## src/design/ccrb_pkg.sv

```systemverilog
// package: constants for the runtime config and region base registers
package ccrb_pkg;
  // control register numbers as seen by the control-register port
  localparam logic [4:0]  CFG_REG_NUM      = 5'h0d;
  localparam logic [4:0]  BASE_REG_NUM     = 5'h0e;
  localparam logic [4:0]  ACC_REG_NUM      = 5'h0f;
  // runtime config field positions
  localparam int          CFG_GUARD_BIT    = 0;
  localparam int          CFG_NEST_BIT     = 1;
  localparam int          CFG_ECC_BIT      = 2;
  localparam int          CFG_TRAP_BIT     = 3;
  localparam int          CFG_WIDTH        = 4;
  localparam logic [3:0]  CFG_RESET        = 4'h0;
  // region base field positions
  localparam int          BASE_SEL_BIT     = 0;
  localparam int          BASE_IDX_LSB     = 1;
  localparam int          BASE_IDX_W       = 5;
  localparam int          BASE_ADDR_LSB    = 8;
  localparam int          BASE_ADDR_W      = 24;
  localparam logic [23:0] BASE_ADDR_RESET  = 24'h000000;
  localparam logic [4:0]  BASE_IDX_RESET   = 5'h00;
  localparam logic        BASE_SEL_RESET   = 1'b0;
  // region attribute register flags
  localparam int          ACC_WR_BIT       = 0;
  localparam int          ACC_RD_BIT       = 1;
  // minimum region granule in bytes
  localparam int          MIN_GRANULE      = 256;
  localparam int          FULL_ADDR_BITS   = 32;
  localparam int          MAX_REGIONS      = 32;
endpackage

```

## src/design/ccrb_regs.sv

```systemverilog
// runtime config and region base control registers
//
// Operation
// - nested mode 0: clear previous irq enable on every interrupt taken.
// - nested mode 1: keep previous irq enable at one on interrupt.
// - without irq controller port and shadow sets, nested mode reads zero.
// - trap enable 1: raise exception on each detected ecc error.
// - ecc enable 0: correct no detected ecc error; trap enable still applies.
// - ecc enable 1: correct every recoverable ecc error.
// - guard enable bit switches region guard unit on or off.
// - without a region guard unit, guard enable reads zero.
// - config is not saved or restored on exception entry or return.
// - region base register exists only with the region guard unit.
// - base field maps address bits 8..31; bases align to 256 bytes.
// - low base bits below minimum region size read zero.
// - high base bits beyond address width read zero.
// - index and data select choose the entry for region operations.
// - data select 1 means data region, 0 instruction region.
// - index picks one of 32 regions; unused high bits read zero.
// - attribute write with read flag loads, with write flag stores region.
`timescale 1ns/1ns
`default_nettype none
module ccrb_regs
  import ccrb_pkg::*;
#(
  parameter bit HAS_GUARD     = 1'b1,
  parameter bit HAS_NEST      = 1'b1,
  parameter bit HAS_ECC       = 1'b1,
  parameter int MIN_REGION    = 256,
  parameter int ADDR_BITS     = 32,
  parameter int NUM_REGIONS   = 32
) (
  input  wire logic        clk,
  input  wire logic        rst_n,
  // control-register port
  input  wire logic        ctl_wr_en,
  input  wire logic [4:0]  ctl_num,
  input  wire logic [31:0] ctl_wr_data,
  output logic [31:0]      ctl_rd_data,
  // interrupt and exception events
  input  wire logic        irq_taken,
  input  wire logic        prev_irq_enable_in,
  output logic             prev_irq_enable_next,
  input  wire logic        ecc_error,
  input  wire logic        ecc_recoverable,
  output logic             ecc_trap,
  output logic             ecc_fix,
  // region guard controls
  output logic             region_guard_enable,
  output logic             region_sel_data,
  output logic [4:0]       region_index,
  output logic [23:0]      region_base,
  output logic             region_load,
  output logic             region_store
);
  import ccrb_pkg::*;

  // ==========================================================
  // implemented-bit masks
  localparam int LOW_BITS  = $clog2(MIN_REGION) - 8;
  localparam int HIGH_BITS = ADDR_BITS - BASE_ADDR_LSB;
  localparam int IDX_BITS  = (NUM_REGIONS > 1) ? $clog2(NUM_REGIONS) : 1;

  logic [23:0] base_mask;
  logic [4:0]  idx_mask;

  ccrb_field_mask #(.W(BASE_ADDR_W), .LOW(LOW_BITS), .HIGH(HIGH_BITS))
    u_base_mask (.mask(base_mask));
  ccrb_field_mask #(.W(BASE_IDX_W), .LOW(0), .HIGH(IDX_BITS))
    u_idx_mask (.mask(idx_mask));

  localparam logic [3:0] CFG_MASK = {HAS_ECC, HAS_ECC, HAS_NEST, HAS_GUARD};

  // ==========================================================
  // write decode
  function automatic logic hit(input logic [4:0] num,
                               input logic [4:0] want);
    hit = (num == want);
  endfunction

  wire cfg_wr  = ctl_wr_en && hit(ctl_num, CFG_REG_NUM);
  wire base_wr = ctl_wr_en && hit(ctl_num, BASE_REG_NUM) && HAS_GUARD;

  // ==========================================================
  // registers
  logic [3:0]  cfg;
  logic [23:0] base_addr;
  logic [4:0]  base_idx;
  logic        base_sel;

  // unimplemented bits never store, so they read zero
  wire [3:0]  next_cfg       =
    ctl_wr_data[CFG_WIDTH-1:0] & CFG_MASK;
  wire [23:0] next_base_addr =
    ctl_wr_data[BASE_ADDR_LSB +: BASE_ADDR_W] & base_mask;
  wire [4:0]  next_base_idx  =
    ctl_wr_data[BASE_IDX_LSB +: BASE_IDX_W] & idx_mask;

  // config is only touched by writes, never by exception entry or return
  always_ff @(posedge clk or negedge rst_n) begin
    if (!rst_n) begin
      cfg <= CFG_RESET;
    end else if (cfg_wr) begin
      cfg <= next_cfg;
    end
  end

  always_ff @(posedge clk or negedge rst_n) begin
    if (!rst_n) begin
      base_addr <= BASE_ADDR_RESET;
      base_idx  <= BASE_IDX_RESET;
      base_sel  <= BASE_SEL_RESET;
    end else if (base_wr) begin
      base_addr <= next_base_addr;
      base_idx  <= next_base_idx;
      base_sel  <= ctl_wr_data[BASE_SEL_BIT];
    end
  end

  // ==========================================================
  // read mux
  wire [31:0] cfg_rd  = {28'h0000000, cfg};
  wire [31:0] base_rd = HAS_GUARD ?
    {base_addr, 2'h0, base_idx, base_sel} : 32'h00000000;
  assign ctl_rd_data = hit(ctl_num, CFG_REG_NUM)  ? cfg_rd  :
                       hit(ctl_num, BASE_REG_NUM) ? base_rd : 32'h00000000;

  // ==========================================================
  // behaviour steered by config
  wire nest_keep = cfg[CFG_NEST_BIT];
  wire ecc_on    = cfg[CFG_ECC_BIT];
  wire trap_on   = cfg[CFG_TRAP_BIT];

  assign prev_irq_enable_next = irq_taken ? nest_keep
                                          : prev_irq_enable_in;
  // trap enable acts on detection regardless of correction
  assign ecc_trap = ecc_error && trap_on;
  assign ecc_fix  = ecc_error && ecc_on && ecc_recoverable;
  assign region_guard_enable = cfg[CFG_GUARD_BIT];

  // ==========================================================
  // region selection for the attribute operations
  assign region_sel_data = base_sel;
  assign region_index    = base_idx;
  assign region_base     = base_addr;

  logic op_load;
  logic op_store;
  ccrb_region_op u_op (
    .wr_en    (ctl_wr_en),
    .wr_num   (ctl_num),
    .wr_data  (ctl_wr_data),
    .op_load  (op_load),
    .op_store (op_store)
  );
  assign region_load  = op_load  && HAS_GUARD;
  assign region_store = op_store && HAS_GUARD;

  // ==========================================================
  // checks
  property p_nest_clear;
    @(posedge clk) disable iff (!rst_n)
      (irq_taken && !cfg[CFG_NEST_BIT]) |-> !prev_irq_enable_next;
  endproperty
  a_nest_clear: assert property (p_nest_clear)
    else $error("previous irq enable not cleared");

  property p_nest_keep;
    @(posedge clk) disable iff (!rst_n)
      (irq_taken && cfg[CFG_NEST_BIT]) |-> prev_irq_enable_next;
  endproperty
  a_nest_keep: assert property (p_nest_keep)
    else $error("previous irq enable not kept");

  property p_trap;
    @(posedge clk) disable iff (!rst_n)
      (ecc_error && cfg[CFG_TRAP_BIT]) |-> ecc_trap;
  endproperty
  a_trap: assert property (p_trap)
    else $error("ecc trap missing");

  property p_ignore;
    @(posedge clk) disable iff (!rst_n)
      !cfg[CFG_ECC_BIT] |-> !ecc_fix;
  endproperty
  a_ignore: assert property (p_ignore)
    else $error("ecc fix while disabled");

  property p_cfg_persist;
    @(posedge clk) disable iff (!rst_n)
      (!cfg_wr && irq_taken) |=> $stable(cfg_rd);
  endproperty
  a_cfg_persist: assert property (p_cfg_persist)
    else $error("config changed without a write");

  property p_cfg_write;
    @(posedge clk) disable iff (!rst_n)
      cfg_wr |=> (region_guard_enable ==
                  ($past(ctl_wr_data[CFG_GUARD_BIT]) && HAS_GUARD));
  endproperty
  a_cfg_write: assert property (p_cfg_write)
    else $error("guard enable did not follow write");

  property p_base_zero;
    @(posedge clk) disable iff (!rst_n)
      (region_base & ~base_mask) == 24'h000000;
  endproperty
  a_base_zero: assert property (p_base_zero)
    else $error("unused base bits not zero");

  property p_idx_zero;
    @(posedge clk) disable iff (!rst_n)
      base_wr |=> (region_index == ($past(ctl_wr_data[5:1]) & idx_mask));
  endproperty
  a_idx_zero: assert property (p_idx_zero)
    else $error("index not written as masked");

  property p_base_rd;
    @(posedge clk) disable iff (!rst_n)
      (HAS_GUARD && hit(ctl_num, BASE_REG_NUM)) |->
        (ctl_rd_data[7:6] == 2'b00 && ctl_rd_data[0] == region_sel_data);
  endproperty
  a_base_rd: assert property (p_base_rd)
    else $error("base readback layout wrong");

  property p_store;
    @(posedge clk) disable iff (!rst_n)
      (ctl_wr_en && ctl_num == ACC_REG_NUM && ctl_wr_data[ACC_WR_BIT]
       && HAS_GUARD) |-> region_store;
  endproperty
  a_store: assert property (p_store)
    else $error("region store strobe missing");

  // ==========================================================
  // checks on strobes, stored fields and absent build options
  property p_load;
    @(posedge clk) disable iff (!rst_n)
      (ctl_wr_en && ctl_num == ACC_REG_NUM && ctl_wr_data[ACC_RD_BIT]
       && HAS_GUARD) |-> region_load;
  endproperty
  a_load: assert property (p_load)
    else $error("region load strobe missing");

  // a stray strobe would overwrite a region entry behind software's back
  property p_no_op;
    @(posedge clk) disable iff (!rst_n)
      !(ctl_wr_en && ctl_num == ACC_REG_NUM) |->
        (!region_load && !region_store);
  endproperty
  a_no_op: assert property (p_no_op)
    else $error("region strobe without attribute write");

  property p_fix;
    @(posedge clk) disable iff (!rst_n)
      (ecc_error && ecc_recoverable && cfg[CFG_ECC_BIT]) |-> ecc_fix;
  endproperty
  a_fix: assert property (p_fix)
    else $error("recoverable ecc error not corrected");

  property p_trap_cause;
    @(posedge clk) disable iff (!rst_n)
      ecc_trap |-> ecc_error;
  endproperty
  a_trap_cause: assert property (p_trap_cause)
    else $error("ecc trap without an error");

  property p_nest_absent;
    @(posedge clk) disable iff (!rst_n)
      (!HAS_NEST && hit(ctl_num, CFG_REG_NUM)) |-> !ctl_rd_data[CFG_NEST_BIT];
  endproperty
  a_nest_absent: assert property (p_nest_absent)
    else $error("nested mode reads one without support");

  property p_guard_absent;
    @(posedge clk) disable iff (!rst_n)
      !HAS_GUARD |-> !region_guard_enable;
  endproperty
  a_guard_absent: assert property (p_guard_absent)
    else $error("guard enable set without guard unit");

  property p_base_absent;
    @(posedge clk) disable iff (!rst_n)
      (!HAS_GUARD && hit(ctl_num, BASE_REG_NUM)) |-> ctl_rd_data == '0;
  endproperty
  a_base_absent: assert property (p_base_absent)
    else $error("region base reads nonzero without guard unit");

  property p_cfg_reserved;
    @(posedge clk) disable iff (!rst_n)
      hit(ctl_num, CFG_REG_NUM) |-> ctl_rd_data[31:CFG_WIDTH] == '0;
  endproperty
  a_cfg_reserved: assert property (p_cfg_reserved)
    else $error("reserved config bits not zero");

  property p_unmapped;
    @(posedge clk) disable iff (!rst_n)
      !(hit(ctl_num, CFG_REG_NUM) || hit(ctl_num, BASE_REG_NUM)) |->
        ctl_rd_data == 32'h00000000;
  endproperty
  a_unmapped: assert property (p_unmapped)
    else $error("unmapped register reads nonzero");

  property p_sel_write;
    @(posedge clk) disable iff (!rst_n)
      base_wr |=> (region_sel_data == $past(ctl_wr_data[BASE_SEL_BIT]));
  endproperty
  a_sel_write: assert property (p_sel_write)
    else $error("data select did not follow write");

  property p_base_hold;
    @(posedge clk) disable iff (!rst_n)
      !base_wr |=> ($stable(region_base) && $stable(region_index)
                    && $stable(region_sel_data));
  endproperty
  a_base_hold: assert property (p_base_hold)
    else $error("region selection changed without a write");

  property p_cfg_hold;
    @(posedge clk) disable iff (!rst_n)
      !cfg_wr |=> $stable(cfg);
  endproperty
  a_cfg_hold: assert property (p_cfg_hold)
    else $error("config moved without a write");

  property p_nest_write;
    @(posedge clk) disable iff (!rst_n)
      cfg_wr |=> (cfg[CFG_NEST_BIT] ==
                  ($past(ctl_wr_data[CFG_NEST_BIT]) && HAS_NEST));
  endproperty
  a_nest_write: assert property (p_nest_write)
    else $error("nested mode did not follow write");

  property p_base_field;
    @(posedge clk) disable iff (!rst_n)
      (HAS_GUARD && hit(ctl_num, BASE_REG_NUM)) |->
        (ctl_rd_data[31:BASE_ADDR_LSB] == region_base);
  endproperty
  a_base_field: assert property (p_base_field)
    else $error("base field not at address bits 8 to 31");

endmodule
`default_nettype wire

```

## src/design/ccrb_field_mask.sv

```systemverilog
// field mask generator: which bits of an implemented field exist
`timescale 1ns/1ns
`default_nettype none
module ccrb_field_mask #(
  parameter int W    = 24,
  parameter int LOW  = 0,
  parameter int HIGH = 24
) (
  output logic [W-1:0] mask
);
  genvar g;
  generate
    for (g = 0; g < W; g++) begin : g_bit
      assign mask[g] = (g >= LOW) && (g < HIGH);
    end
  endgenerate
endmodule
`default_nettype wire

```

## src/design/ccrb_region_op.sv

```systemverilog
// region operation decoder: turns an attribute write into read/write strobes
`timescale 1ns/1ns
`default_nettype none
module ccrb_region_op
  import ccrb_pkg::*;
(
  input  wire logic        wr_en,
  input  wire logic [4:0]  wr_num,
  input  wire logic [31:0] wr_data,
  output logic             op_load,
  output logic             op_store
);
  wire acc_hit = wr_en && (wr_num == ACC_REG_NUM);
  assign op_load  = acc_hit && wr_data[ACC_RD_BIT];
  assign op_store = acc_hit && wr_data[ACC_WR_BIT];
endmodule
`default_nettype wire

```

## config.mk

```make
export PLATFORM = sky130hd
export DESIGN_NAME = ccrb_regs
export DESIGN_NICKNAME = d
export VERILOG_FILES = /design/src/design/ccrb_pkg.sv /design/src/design/ccrb_regs.sv /design/src/design/ccrb_field_mask.sv /design/src/design/ccrb_region_op.sv
export SDC_FILE = /design/constraint.sdc
export NUM_CORES = 1
export LEC_CHECK = 0
export ABC_CLOCK_PERIOD_IN_PS = 2800
export BUFFER_PORTS_ARGS = -buffer_cell sky130_fd_sc_hd__buf_2
export CAP_MARGIN = 20
export CORE_MARGIN = 4
export CORE_UTILIZATION = 30
export CTS_BUF_LIST = sky130_fd_sc_hd__clkbuf_8
export DETAILED_ROUTE_END_ITERATION = 8
export PLACE_DENSITY_LB_ADDON = 0.1
export REMOVE_ABC_BUFFERS = 1
export SETUP_SLACK_MARGIN = 0.2
export SKIP_CTS_REPAIR_TIMING = 1
export SYNTH_ARGS = -nofsm -noshare
export SYNTH_HDL_FRONTEND = slang
export SYNTH_HIERARCHICAL = 1
export SYNTH_SLANG_ARGS = --single-unit
export TNS_END_PERCENT = 10
```

## constraint.sdc

```tcl
create_clock -name clk -period 2.8 [get_ports clk]
set_input_delay 0.84 -clock clk [delete_from_list [all_inputs] [get_ports clk]]
set_output_delay 0.84 -clock clk [all_outputs]
set_load 0.02 [all_outputs]
```

After elaboration in Yosys (flattened, before gate mapping). Index checks and enable logic that the tools add are counted.

Bits in registers: 34. Input port bits: 44. Output and inout bits: 68. Word-level logic and storage cells: 18.

Eq/ne operators: 3. Muxes and demuxes: 3. Reductions and logical operators: 8.

Operators with widths (number): 32-bit two-way mux (2); 5-bit by 4-bit == test with 1-bit output, second input constant (3); 1-bit logical AND (8); 1-bit two-way mux (1).

Logic depth before layout (Yosys ltp).
Word-level depth: 3. Mapped depth: 4. Mapped depth without buffers: 3.

Hierarchy. Netlist, hierarchy kept.

By module, submodules not included: ccrb_regs (instances 1, cells each 185, area each 1770.4 um^2, seq. area each 850.8 um^2); ccrb_field_mask at u_base_mask (instances 1, cells each 25, area each 183.9 um^2, seq. area each 0.0 um^2); ccrb_field_mask at u_idx_mask (instances 1, cells each 6, area each 41.3 um^2, seq. area each 0.0 um^2); ccrb_region_op (instances 1, cells each 5, area each 26.3 um^2, seq. area each 0.0 um^2).

Worst setup path after synthesis. No wires, ideal clock.

Path kind: input port to output port. From: input ctl_num[4]. To: output ctl_rd_data[10]. Arrival time: 1.606 ns. Data required time: 1.960 ns. Setup slack: 0.354 ns. Stages on the path: 4. Path buffers: 1. Cell sequence: nand3b_1 > nor2_1 > clkbuf_1 > and2_1.

Cells in the longest elaborated chain, start to end: 3. Elaborated cells between the ends (all ways): 4. Classes of those cells: eq/ne (2); mux (2).

RTL lines: start: declaration (RTL line ccrb_regs.sv:37) `input wire logic [4:0] ctl_num,`; 5-bit by 4-bit == test with 1-bit output (RTL line ccrb_regs.sv:78) `hit = (num == want);`; 32-bit two-way mux (RTL line ccrb_regs.sv:126) `hit(ctl_num, BASE_REG_NUM) ? base_rd : 32'h00000000;`; 32-bit two-way mux (*) (RTL line ccrb_regs.sv:125) `assign ctl_rd_data = hit(ctl_num, CFG_REG_NUM) ? cfg_rd :`; end: declaration (RTL line ccrb_regs.sv:39) `output logic [31:0] ctl_rd_data,`.

Mark *: on every way between the ends. The rest lies on a longest branch, timed or not.

Worst setup path after layout.
From: input ctl_num[4]. To: output ctl_rd_data[24].

The elaborated chain is that of the path after synthesis.

==> results.md <==
* Status: finished, final reports clean
* Max Cap Viol at 0
* Number of global-route vias before repair at 1574
* R2R depth at 1
* Rows at 29
* Slowest-stage cell, CP: nand3b_1
* Count leader, synth: dfrtp_1
* TritonCTS Sinks at 34
* Area of the die at between 0.008 and 0.009 mm²
* Worst min path class: reg2reg
* Final worst-path cycle share at 95.7%
* Post-route ant nets at 0
* Gr usage total at 12.0%
* Crit path kind: in2out
* Clk Tree Root Cell: clkbuf_8
* Reg-to-reg endpoint: cfg[1]$_DFFE_PN0P_
* Min cycle time layout at approximately 2.7 ns
* CTS Buf Count at 5
* FILL cells at between 600 and 700
* Hold Vio Cnt, Final at 0
* Critical Path Source Type: input pin
* Area contributors post-synth: dfrtp_1, buf_4, o31ai_1, and2_1, o21ai_0
* Dpl hpwl at ~3500 µm
* CP cell instances: buf_6 > nand3b_1 > nor2_4 > buf_12 > clkbuf_16 > and2_1 > buf_4
* Total iterations of the first detailed-routing run at 4
* Post-Syn Instances at 221
* Port Buffer Count at approximately 110
* Drt initial violations at 30
* EDFF count, synth at 0
* H-tree levels at 2
* Worst-Skew Late Latency at about 0.28 ns
* Setup crit end kind: output port
* Avg Cell Area, Syn at 9.15 µm²
* Die Wd at ~90 µm
* Worst Path Max Fanout at 8
* Synth top cells by count: dfrtp_1, buf_4, nand2_1, o21ai_0, o31ai_1
* Sequential area share after synthesis at 42.1%
* Routability Congestion at between 0.7 and 0.8
* VDD IR max at roughly 0.19 mV
* Number of setup violations in the final report at 0
* Via count at between 1500 and 2000
* Routed vias/inst at between 4 and 5
* Core footprint at approximately 0.0065 mm²
* Delay of the slowest critical-path stage at about 0.21 ns
* Power Density at approximately 430 mW/mm²
* Clock tree from TritonCTS: built
* # DRC at 0
* Largest net degree at the start of global routing at 60
* Setup TNS at 0 ns
* Worst Tran Pin Value at roughly 0.8 ns
* Synth async-reset ratio at 100%
* Yosys cell types at 21
* Lkg Pwr at approximately 1.5 nW
* Total grt overflow at 0
* # nets final at 371
* Synth area leader: dfrtp_1
* Clock Path Buffers at 2
* Skew final at 0 ns
* Reg2reg start: cfg[1]$_DFFE_PN0P_
* Util after Layout at 44.8%
* Critical path endpoint: ctl_rd_data[24]
* Predominant post-synthesis flop cell: dfrtp_1
* Data arrival, critical path at about 1.8 ns
* Max-slew violations at 0
* Starting Density at a little under a third
* Initial antenna violation count at 0
* Top-area cell type share of the netlist area at a little over two fifths
* Routed length per instance at around 13 µm
* First-pass GRT wire length at 7960 µm
* # diodes at 0
* Critical Path RT at 1.96 ns
* Synth Warn # at 6
* Chip height at approximately 90 µm
* IO Pins at ~110
* R2R setup slack at around 2 ns
* Final WL at approximately 5300 µm
* Mapped Area at between 0.002 and 0.0025 mm²
* Fraction of layout instances using a drive strength above 1 at a little under half
* Synth Register Bits at 34
* Achievable Freq at about 0.37 GHz
* Max-slew headroom at 46.7%
* RSZ-0062 raised after global routing: true
* CP Launch Point: ctl_num[4]
* Footprint of the multi-input gates at about 0.0010 mm²
* Storage cell area at roughly 850 µm²
* Area Overhead vs Synth at 43.1%
* Clock-pin slew on the worst setup and hold paths at ~0.06 ns
-- power by group --
| part | total [W] | leakage, nW | internal [W] | switching (W) |
|---|---|---|---|---|
| clock network | 0.000334 | 0.0466 | 0.000164 | 0.000170 |
| logic | 0.000317 | 1.01 | 0.000125 | 0.000192 |
| registers | 0.000600 | 0.454 | 0.000556 | 0.0000444 |
| total | 0.00125 | 1.51 | 0.000845 | 0.000406 |
-- cells by family after synthesis --
group	share of synthesized area [%]
AOI/OAI and AO/OA	19.7
buffers and inverters	15.6
DFF	42.1
muxes	3.34
other	0.557
and+or+nand+nor	18.8
-- layer usage --
layer / vias to the layer above / share of wire [%] / global-route usage (%)
met1: 798 / 45 / 15.7
met3: 6 / 7.2 / 4.67
met4: 0 / 1.2 / 4.21
met5: - / 0 / 0
met2: 66 / 47 / 17.9
li1: 907 / - / -
-- critical path, delay by kind of cell --
kind	cells	cell delay (ns)
buf+inv	4	0.53
simple gates	3	0.47
-- registers in the layout, summed over array words and instances (netlist names) --
name	count
region_sel_data	1
region_index	5
region_base	24
cfg	4
-- how the worst min path moves through the flow --
stage                                start                          end  slack, ns  cells past startpoint
3_5_place_dp   region_base[13]$_DFFE_PN0P_  region_base[13]$_DFFE_PN0P_       0.52                      2
6_report       region_base[16]$_DFFE_PN0P_  region_base[16]$_DFFE_PN0P_       0.52                      2
2_1_floorplan           cfg[3]$_DFFE_PN0P_           cfg[3]$_DFFE_PN0P_       0.50                      1
4_1_cts        region_base[16]$_DFFE_PN0P_  region_base[16]$_DFFE_PN0P_       0.53                      2
5_1_grt        region_base[23]$_DFFE_PN0P_  region_base[23]$_DFFE_PN0P_       0.55                      2
3_3_place_gp   region_base[23]$_DFFE_PN0P_  region_base[23]$_DFFE_PN0P_       0.51                      2
-- area by class of cell --
cell class	count	share of cell area, %
multi-input combinational	169	35.0
tap	77	3.33
clock buffer	5	2.38
timing repair buffer	117	29.6
sequential	34	29.4
clock inverter	2	0.260
-- layout by cell type, fill, tap and decap left out, types with 2 or more instances in the layout --
cell type	instances
mux2_2	6
buf_6	22
buf_12	2
o21ai_0	29
and2_1	12
buf_4	13
nor2_1	3
clkbuf_8	5
nor2_4	2
o31ai_1	29
buf_2	76
conb_1	31
clkbuf_16	3
inv_1	2
dfrtp_1	34
a22o_1	4
and2_4	15
nand3_1	2
nand2_1	29
-- stage by stage --
step	std cells	total power [W]	area [µm²]	setup WS (ns)	hold WS [ns]
floorplan	203	0.000777	1810	-0.296	0.496
global placement	392	0.000911	2500	0.109	0.509
detailed placement	392	0.000917	2500	0.0856	0.517
CTS	399	0.00126	2570	0.0750	0.533
global route	404	0.00133	2890	0.0920	0.554
finish	404	0.00125	2890	0.120	0.524
Note: power is estimated with default switching activity, not from simulation.
